**src/shared/tewp_pkg.sv**
```systemverilog
/*
  Constants, encodings and the configuration carrier for the sixteen-bit
  event, window, pulse measurement and pulse generation timer.
  Assumes a single 10 MHz system clock feeding every consumer.
*/
package tewp_pkg;

  localparam int unsigned CNT_W = 16;

  // Start control encodings
  localparam logic [1:0] START_STOP    = 2'h0;
  localparam logic [1:0] START_CMD     = 2'h1;
  localparam logic [1:0] START_RISING  = 2'h2;
  localparam logic [1:0] START_FALLING = 2'h3;

  // Source clock dividers: the enable fires when the low bits are all ones
  localparam int unsigned DIV_W          = 11;
  localparam logic [10:0] DIV_MASK_SLOW  = 11'h7ff;
  localparam logic [10:0] DIV_MASK_MID   = 11'h07f;
  localparam logic [10:0] DIV_MASK_FAST  = 11'h00f;
  localparam logic [10:0] DIV_MASK_FULL  = 11'h001;

  localparam logic [15:0] CNT_ZERO = 16'h0000;
  localparam logic [15:0] CNT_ONE  = 16'h0001;

  typedef enum logic [2:0] {
    TEWP_MODE_TIMER  = 3'b000,
    TEWP_MODE_EVENT  = 3'b001,
    TEWP_MODE_WINDOW = 3'b010,
    TEWP_MODE_PULSE  = 3'b011,
    TEWP_MODE_PPG    = 3'b100
  } tewp_mode_t;

  typedef struct packed {
    tewp_mode_t  mode_select;
    logic [1:0]  source_clock_select;
    logic        auto_capture_enable;
    logic        capture_edge_mode;
    logic        oneshot_select;
    logic        output_ff_init;
  } tewp_cfg_t;

endpackage : tewp_pkg

```
**src/core/tewp_timer.sv**
```systemverilog
/*
  Timer core: event counting, window counting, pulse width and period
  capture, and continuous or one-shot pulse generation.
  Assumes the configuration is only changed while start control is stopped
  and the timer pin is asynchronous to clk_in.
*/
`timescale 1ns/1ps

// What this block does
// - Event mode counts each selected pin edge, rising or falling by start control.
// - Event mode match with period raises interrupt, clears counter, counting resumes.
// - Event mode compares on the edge opposite to the counting edge.
// - Auto capture copies the count each source tick in event and window modes; read after one tick.
// - Window mode counts source ticks while pin is high, or low for negative.
// - Window mode match with period raises interrupt and clears counter.
// - Pulse mode starts on trigger edge, then counts source ticks.
// - Single edge: opposite edge captures, interrupts, loads one, waits for trigger.
// - Single edge: counter rests at one after capture until next edge.
// - Double edge: capture on both edges, clear only on trigger edge.
// - Pulse generation starts on pin edge or command; one-shot bit selects form.
// - Continuous: toggle and interrupt on duty, toggle, interrupt, clear on period.
// - Start control set to stop halts counting and holds the output.
// - One-shot: period match toggles, interrupts, clears start control, stops.
// - Output pin is inverse of flip-flop; reset clears flip-flop to zero.
module tewp_timer (
  // Clock and reset
  input  wire logic                 clk_in,
  input  wire logic                 rst_in,
  // Configuration
  input  wire tewp_pkg::tewp_cfg_t  cfg_in,
  input  wire logic [1:0]           start_control_in,
  input  wire logic                 start_write_in,
  input  wire logic [15:0]          period_compare_in,
  input  wire logic [15:0]          duty_value_in,
  // Pin side
  input  wire logic                 timer_input_pin_in,
  output logic                      pulse_output_pin_out,
  // Status
  output logic [1:0]                start_control_out,
  output logic [15:0]               capture_value_out,
  output logic [15:0]               count_out,
  output logic                      timer_match_irq_out
);

  logic [2:0]  pin_sync_reg;
  logic        pin_level;
  logic        pin_rise;
  logic        pin_fall;
  logic [10:0] div_reg;
  logic [10:0] div_mask;
  logic        tick;
  logic [1:0]  start_reg;
  logic [15:0] cnt_reg;
  logic [15:0] cap_reg;
  logic        irq_reg;
  logic        pin_out_reg;
  logic        pm_run_reg;
  logic        ppg_run_reg;
  logic        running;
  logic        trig_edge;
  logic        opp_edge;
  logic        cnt_edge_pos;
  logic        mode_ppg;
  tewp_pkg::tewp_mode_t mode;

  assign mode         = cfg_in.mode_select;
  assign mode_ppg     = (mode == tewp_pkg::TEWP_MODE_PPG);
  assign running      = (start_reg != tewp_pkg::START_STOP);
  assign cnt_edge_pos = (start_reg != tewp_pkg::START_FALLING);
  assign pin_level    = pin_sync_reg[2];
  // Edge flagged while stage two holds the new level and stage three the old
  assign pin_rise     = pin_sync_reg[1] & ~pin_sync_reg[2];
  assign pin_fall     = ~pin_sync_reg[1] & pin_sync_reg[2];
  assign trig_edge    = cnt_edge_pos ? pin_rise : pin_fall;
  assign opp_edge     = cnt_edge_pos ? pin_fall : pin_rise;

  always_ff @(posedge clk_in or posedge rst_in)
  begin
    if (rst_in)
      pin_sync_reg <= 3'h0;
    else
      pin_sync_reg <= {pin_sync_reg[1:0], timer_input_pin_in};
  end

  always_comb
  begin
    unique case (cfg_in.source_clock_select)
      2'h0: div_mask = tewp_pkg::DIV_MASK_SLOW;
      2'h1: div_mask = tewp_pkg::DIV_MASK_MID;
      2'h2: div_mask = tewp_pkg::DIV_MASK_FAST;
      2'h3: div_mask = tewp_pkg::DIV_MASK_FULL;
    endcase
  end

  assign tick = ((div_reg & div_mask) == div_mask);

  always_ff @(posedge clk_in or posedge rst_in)
  begin
    if (rst_in)
      div_reg <= 11'h000;
    else
      div_reg <= div_reg + 11'h001;
  end

  // Start control: software writes, one-shot completion clears it
  always_ff @(posedge clk_in or posedge rst_in)
  begin
    if (rst_in)
      start_reg <= tewp_pkg::START_STOP;
    else if (start_write_in)
      start_reg <= start_control_in;
    else if (mode_ppg && ppg_run_reg && tick && cfg_in.oneshot_select &&
             cnt_reg == period_compare_in)
      start_reg <= tewp_pkg::START_STOP;
  end

  // Pulse measurement arms on the trigger edge; pulse generation on it or on command start
  always_ff @(posedge clk_in or posedge rst_in)
  begin
    if (rst_in)
      pm_run_reg <= 1'b0;
    else if (!running || mode != tewp_pkg::TEWP_MODE_PULSE)
      pm_run_reg <= 1'b0;
    else if (trig_edge)
      pm_run_reg <= 1'b1;
    else if (opp_edge && cfg_in.capture_edge_mode)
      pm_run_reg <= 1'b0;
  end

  always_ff @(posedge clk_in or posedge rst_in)
  begin
    if (rst_in)
      ppg_run_reg <= 1'b0;
    else if (!running || !mode_ppg)
      ppg_run_reg <= 1'b0;
    else if (start_reg == tewp_pkg::START_CMD || trig_edge)
      ppg_run_reg <= 1'b1;
  end

  // Up-counter
  always_ff @(posedge clk_in or posedge rst_in)
  begin
    if (rst_in)
      cnt_reg <= tewp_pkg::CNT_ZERO;
    else if (!running && !mode_ppg)
      cnt_reg <= tewp_pkg::CNT_ZERO;
    else if (running)
    begin
      unique case (mode)
        tewp_pkg::TEWP_MODE_EVENT:
        begin
          if (opp_edge && cnt_reg == period_compare_in)
            cnt_reg <= tewp_pkg::CNT_ZERO;
          else if (trig_edge)
            cnt_reg <= cnt_reg + tewp_pkg::CNT_ONE;
        end
        tewp_pkg::TEWP_MODE_WINDOW:
        begin
          // Gate level must equal the chosen polarity at the tick
          if (tick && (pin_level == cnt_edge_pos))
          begin
            if (cnt_reg == period_compare_in)
              cnt_reg <= tewp_pkg::CNT_ZERO;
            else
              cnt_reg <= cnt_reg + tewp_pkg::CNT_ONE;
          end
        end
        tewp_pkg::TEWP_MODE_PULSE:
        begin
          if (cfg_in.capture_edge_mode && opp_edge && pm_run_reg)
            cnt_reg <= tewp_pkg::CNT_ONE;
          else if (!cfg_in.capture_edge_mode && trig_edge)
            cnt_reg <= tewp_pkg::CNT_ZERO;
          else if (pm_run_reg && tick)
            cnt_reg <= cnt_reg + tewp_pkg::CNT_ONE;
        end
        tewp_pkg::TEWP_MODE_PPG:
        begin
          if (ppg_run_reg && tick)
          begin
            if (cnt_reg == period_compare_in)
              cnt_reg <= tewp_pkg::CNT_ZERO;
            else
              cnt_reg <= cnt_reg + tewp_pkg::CNT_ONE;
          end
        end
        default:
          cnt_reg <= cnt_reg;
      endcase
    end
  end

  // Capture register
  always_ff @(posedge clk_in or posedge rst_in)
  begin
    if (rst_in)
      cap_reg <= tewp_pkg::CNT_ZERO;
    else if (running && mode == tewp_pkg::TEWP_MODE_PULSE && pm_run_reg &&
             (opp_edge || (trig_edge && !cfg_in.capture_edge_mode)))
      cap_reg <= cnt_reg;
    else if (running && cfg_in.auto_capture_enable && tick &&
             (mode == tewp_pkg::TEWP_MODE_EVENT ||
              mode == tewp_pkg::TEWP_MODE_WINDOW))
      cap_reg <= cnt_reg;
  end

  // Interrupt pulse
  always_ff @(posedge clk_in or posedge rst_in)
  begin
    if (rst_in)
      irq_reg <= 1'b0;
    else if (!running)
      irq_reg <= 1'b0;
    else
    begin
      unique case (mode)
        tewp_pkg::TEWP_MODE_EVENT:
          irq_reg <= opp_edge && cnt_reg == period_compare_in;
        tewp_pkg::TEWP_MODE_WINDOW:
          irq_reg <= tick && (pin_level == cnt_edge_pos) &&
                     cnt_reg == period_compare_in;
        tewp_pkg::TEWP_MODE_PULSE:
          irq_reg <= pm_run_reg && (opp_edge ||
                     (trig_edge && !cfg_in.capture_edge_mode));
        tewp_pkg::TEWP_MODE_PPG:
          irq_reg <= ppg_run_reg && tick &&
                     (cnt_reg == duty_value_in ||
                      cnt_reg == period_compare_in);
        default:
          irq_reg <= 1'b0;
      endcase
    end
  end

  // Pin level is the inverse of the output flip-flop; outside pulse generation mode
  // the flip-flop tracks its init bit so re-entering pulse generation reloads it
  always_ff @(posedge clk_in or posedge rst_in)
  begin
    if (rst_in)
      pin_out_reg <= 1'b1;
    else if (!mode_ppg || (!running && !ppg_run_reg &&
             cnt_reg == tewp_pkg::CNT_ZERO && start_write_in))
      pin_out_reg <= ~cfg_in.output_ff_init;
    // Gated by running so the cycle after a stop cannot still toggle
    else if (running && ppg_run_reg && tick &&
             (cnt_reg == duty_value_in || cnt_reg == period_compare_in))
      pin_out_reg <= ~pin_out_reg;
  end

  assign pulse_output_pin_out = pin_out_reg;
  assign start_control_out    = start_reg;
  assign capture_value_out    = cap_reg;
  assign count_out            = cnt_reg;
  assign timer_match_irq_out  = irq_reg;
endmodule : tewp_timer

```
**config.mk**
```make
export PLATFORM = sky130hd
export DESIGN_NAME = tewp_timer
export DESIGN_NICKNAME = d
export VERILOG_FILES = /design/src/shared/tewp_pkg.sv /design/src/core/tewp_timer.sv
export SDC_FILE = /design/constraint.sdc
export NUM_CORES = 1
export LEC_CHECK = 0
export BUFFER_PORTS_ARGS = -buffer_cell sky130_fd_sc_hd__buf_2
export CORE_MARGIN = 3
export CORE_UTILIZATION = 35
export CTS_CLUSTER_DIAMETER = 80
export DETAILED_ROUTE_END_ITERATION = 7
export PLACE_DENSITY_LB_ADDON = 0.3
export SYNTH_ARGS = -nofsm -noshare
export SYNTH_HDL_FRONTEND = slang
export SYNTH_SLANG_ARGS = --single-unit
```
**constraint.sdc**
```tcl
create_clock -name clk_in -period 2.09 [get_ports clk_in]
set_input_delay 0.1045 -clock clk_in [delete_from_list [all_inputs] [get_ports clk_in]]
set_output_delay 0.1045 -clock clk_in [all_outputs]
set_load 0.1 [all_outputs]
```
Word level (Yosys, flattened, before mapping)
Index checks and enable logic that the tools add are counted.
- multiplexer cells: 27
- reductions and logical operators: 49
- eq/ne operators: 18
- bitwise logic cells: 7
- $add $sub $neg: 2
- operator list (kind ; count):
    $mux 16 ; 12
    $pmux 16 s4 ; 1
    $pmux 11 s4 ; 1
    $eq 16x16->1 ; 2
    $logic_and 1x1->1 ; 27
    $add 16x1->16 const B ; 1
    $logic_not 16->1 ; 1
    $reduce_bool 2->1 ; 6
    $add 11x1->11 const B ; 1
    $and 11x11->11 ; 1
    $eq 11x11->1 ; 1
    $mux 1 ; 10
    $logic_or 1x1->1 ; 7
    $eq 3x2->1 const B ; 2
    $ne 3x2->1 const B ; 2
    $reduce_and 6->1 ; 1
    $ne 5x4->1 const B ; 1
    $reduce_bool 5->1 ; 1
    $eq 2x1->1 const B ; 2
    $eq 2x2->1 const B ; 2
    $logic_not 1->1 ; 4
    $mux 2 ; 2
    $ne 4x4->1 const B ; 1
    $not 1->1 ; 4
    other kinds (9) ; 10
- register bits after elaboration: 52
- input port bits: 47
- logic and storage cells: 112

Depth between registers and ports, before layout
- depth after elaboration: 11
- depth in mapped cells: 10
- depth with buffers taken out: 8

Worst setup path after synthesis
Ideal clock, no wire load.
- kind: register to register
- start point: register cnt_reg[4], in the netlist count_out[4]
- end point: register cnt_reg[15], in the netlist count_out[15]
- setup time: 0.163 ns
- path buffers: 3
- setup slack: -0.888 ns
- cell stages (with the launch flop): 11
- required time: 1.927 ns
- data arrival time: 2.815 ns
- cells stage by stage: dfrtp_1 buf_2 xnor2_1 nand4_1 nor4_4 o32ai_1 or3_1 buf_2 buf_6 o21ai_1 o31ai_2
- longest elaborated chain between the ends: 7
- elaborated cells on any way between the ends: 16
- classes of those cells: add/sub (1); eq/ne (2); mux (11); reduce/logical (2)
- RTL lines (element ; line ; text):
    from (decl) ; tewp_timer.sv:53 ; logic [15:0] cnt_reg;
    from (signal assigned) ; tewp_timer.sv:144 ; cnt_reg <= tewp_pkg::CNT_ZERO;
    from (signal assigned) ; tewp_timer.sv:146 ; cnt_reg <= tewp_pkg::CNT_ZERO;
    from (signal assigned) ; tewp_timer.sv:153 ; cnt_reg <= tewp_pkg::CNT_ZERO;
    $add 16x1->16 ; n/a ;
    $mux 16 ; tewp_timer.sv:174 ; else if (pm_run_reg && tick)
    $mux 16 ; tewp_timer.sv:172 ; else if (!cfg_in.capture_edge_mode && trig_edge)
    $mux 16 ; tewp_timer.sv:170 ; if (cfg_in.capture_edge_mode && opp_edge && pm_run_reg)
    $pmux 16 s4 ; tewp_timer.sv:149 ; unique case (mode)
    $mux 16 ; tewp_timer.sv:147 ; else if (running)
    $mux 16 ; tewp_timer.sv:145 ; else if (!running && !mode_ppg)
Several ways; a longest one is shown, not always the timed one. The select of a mux whose other input is x is not followed.
A chain may end at the register's enable or synchronous reset.

Worst setup path after layout
- start point: register cnt_reg[0], in the netlist count_out[0]
- end point: register cnt_reg[5], in the netlist count_out[5]
The elaborated chain is that of the path after synthesis.

==> impl_metrics.tcl <==
set metrics [dict create \
    grt_max_degree 28 \
    drc 0 \
    failed_checks "setup timing" \
    viasPerCell 5.28 \
    clock_latency_ns 0.32 \
    synth_edf_count 0 \
    seqCellArea_um2 1330 \
    fillerInstances 829 \
    die_x_um 101 \
    grt_overflow 0 \
    drt_iter0_drc 124 \
    rsz0062_at_grt "true" \
    maxCapViolations 0 \
    setup_viol 28 \
    start_util_pct 36.3 \
    worst-path-buf-inv 0 \
    syn-num-nets 380 \
    ys_warn_count 0 \
    pin_count 83 \
    wl_um 10200 \
    cp-end-kind "register" \
    fin_nets 521 \
    antenna_found_initial 0 \
    critical_path_class "register to register" \
    diodes 0 \
    cts.path.max_buffers 2 \
    cts_buffers 5 \
    cp_top_family "simple AND/OR/NAND/NOR gates" \
    place_area_um2 4160 \
    cts-htree-levels 2 \
    drive_above_1_share_pct 51.1 \
    drt_first_pass_iters 4 \
    slowest_delay_ns 0.44 \
    setup_slack_ns -0.111 \
    vias 3061 \
    total_power_uw 3160 \
    die_area_um2 10300 \
    worstSetupStartpoint "count_out[0]" \
    total_leakage_power_uw 0.00217 \
    synth_ff_type "dfrtp_1" \
    rr_startpoint "count_out[0]" \
    crit_chain "xnor2_2 -> nand4_1 -> nor4_4 -> o32ai_2 -> or3_4 -> nand2b_4 -> o41ai_2" \
    drtAntennaViolNets 0 \
    critPathLaunchType "register" \
    max_freq_ghz 0.454 \
    cts_tree "yes" \
    portBuffers 82 \
    status "finished with violations" \
    cp.depth 7 \
    post-route-util_pct 52.5 \
    crit_path_top_delay_cell "dfrtp_2" \
    dp_hpwl_um 7270 \
    rr_endpoint "count_out[5]" \
    fin_crit_sh_pct 105 \
    ys_ff_latch 52 \
    slew_headroom_pct 61.3 \
    syn_area_um2 3180 \
    grt_pass1_wl_um 15400 \
    hold_class "input pin to register" \
    netlist.top_cell.by_area "dfrtp_1" \
    crit_path_end "count_out[5]" \
    ys_seq_area_share_pct 40.9 \
    critPathMaxFanout 6 \
    place_congestion 0.933 \
    slew_violations 0 \
    wire_per_inst_um 17.6 \
    r2r_slack_ns -0.11 \
    synthToLayoutAreaGrowth_pct 44.6 \
    synthArstFlopShare_pct 100 \
    fin_crit_ns 2.20 \
    syn_area_per_cell_um2 9.65 \
    vdd_drop_max_mv 0.585 \
    reg2reg_depth 7 \
    grt_pass1_vias 3021 \
    die_y_um 101 \
    core_um2 8760 \
    arrival_ns 2.42 \
    numClockSinks 52 \
    hold_violations 0 \
    worst_pin_slew_ns 0.580 \
    finClkSkew_ns 0.00653 \
    synthTopCellsByArea "dfrtp_1, xnor2_1, mux2_2" \
    path_clk_slew_ns 0.11 \
    worstPathRequired_ns 2.30 \
    yosysUniqueCellTypes 53 \
    track_usage_pct 19.0 \
    netlist.area_leader.share_pct 40.1 \
    rows 34 \
    synth_cells 330 \
    final_cell_area_um2 4600 \
    power_density_nw_per_um2 686 \
    cts-root-buf "clkbuf_8" \
    multi_input_area_um2 1970 \
]
cells in the final DEF (no fill, tap or decap), types with 3 or more instances in the layout:
master / n
buf_2: 82
buf_4: 64
dfrtp_1: 33
xnor2_1: 32
nand2_1: 21
nor2_1: 19
dfrtp_2: 18
mux2_4: 17
nand4_1: 15
nand3_1: 12
inv_1: 12
o21ai_1: 11
a21oi_1: 9
nor3_1: 9
o21ai_0: 7
xnor2_2: 7
nor3b_1: 6
o31ai_2: 5
clkbuf_8: 5
xor2_1: 4
nand2b_1: 4
buf_6: 4
a22o_1: 3
mux2i_1: 3
nor4_2: 3
o21ai_2: 3
o41ai_2: 3
ha_1: 3
dlygate4sd3_1: 3
per-layer routing:
layer	part of all wire, %	wire, um	up-vias	GRT usage, %
li1	-	-	1453	-
met1	44	4540	1471	26.2
met2	47	4840	115	30.1
met3	6.3	649	22	3.51
met4	2.0	207	0	6.65
met5	0	0	-	0
cells in the mapped netlist, types with 4 or more instances:
master / count
a21oi_1: 11
o21ai_1: 4
buf_6: 6
nor4_1: 5
o31ai_2: 4
clkbuf_1: 11
o21ai_0: 17
inv_1: 13
dfrtp_1: 51
nand2_1: 21
xor2_1: 4
mux2i_1: 4
xnor2_1: 39
nand3_1: 13
nor3_1: 9
buf_2: 4
nor3b_1: 7
nand4_1: 15
nor2_1: 20
nand2b_1: 4
mux2_2: 17
report_power, final:
part / switching [uW] / leakage, uW / internal [uW] / total (uW)
Clock: 392 / 0.0000452 / 246 / 638
Sequential: 54.9 / 0.000664 / 1080 / 1140
Combinational: 944 / 0.00146 / 436 / 1380
per-stage QoR:
step / TNS [ns] / hold WS (ns) / setup WS [ns] / instances
5_1_grt: -3.90 / 0.0233 / -0.198 / 580
2_1_floorplan: -7.51 / 0.136 / -0.501 / 330
3_3_place_gp: -0.531 / 0.194 / -0.0930 / 563
3_5_place_dp: -1.22 / 0.203 / -0.176 / 563
6_report: -1.09 / 0.00639 / -0.111 / 580
4_1_cts: -1.76 / 0.000497 / -0.166 / 577
kinds of logic after synthesis:
family,share of synthesized area [%]
compound gates,13.4
simple gates,19.3
xor+xnor,11.8
buf+inv,6.05
mux,7.27
flops,40.9
fa+ha+maj,1.18
how the worst min path moves through the flow:
stage                              startpoint                   end  cells after the start
after floorplan            timer_input_pin_in       pin_sync_reg[0]                      0
after global routing      start_control_in[0]  start_control_out[0]                      2
after detailed placement               rst_in  capture_value_out[6]                      2
after CTS                 start_control_in[0]  start_control_out[0]                      2
final                     start_control_in[0]  start_control_out[0]                      2
after global placement                 rst_in  capture_value_out[6]                      2
cell type report:
class,count,area share (%)
multi-input combinational,243,42.8
tap,108,2.94
sequential,52,28.8
inverter,13,1.06
clock inverter,3,0.544
timing repair buffer,156,22.4
clock buffer,5,1.50
what timing repair did:
action                                  4_1_cts  5_1_grt
endpoints found under the setup margin       15       34
hold buffers                                  3        0
hold endpoints to repair                     27        0
resized for setup                            11       48
setup buffers                                 2        3
gates cloned                                  1        1
pin swaps                                     8       21
No activity file was read; power rests on OpenSTA's default activity.
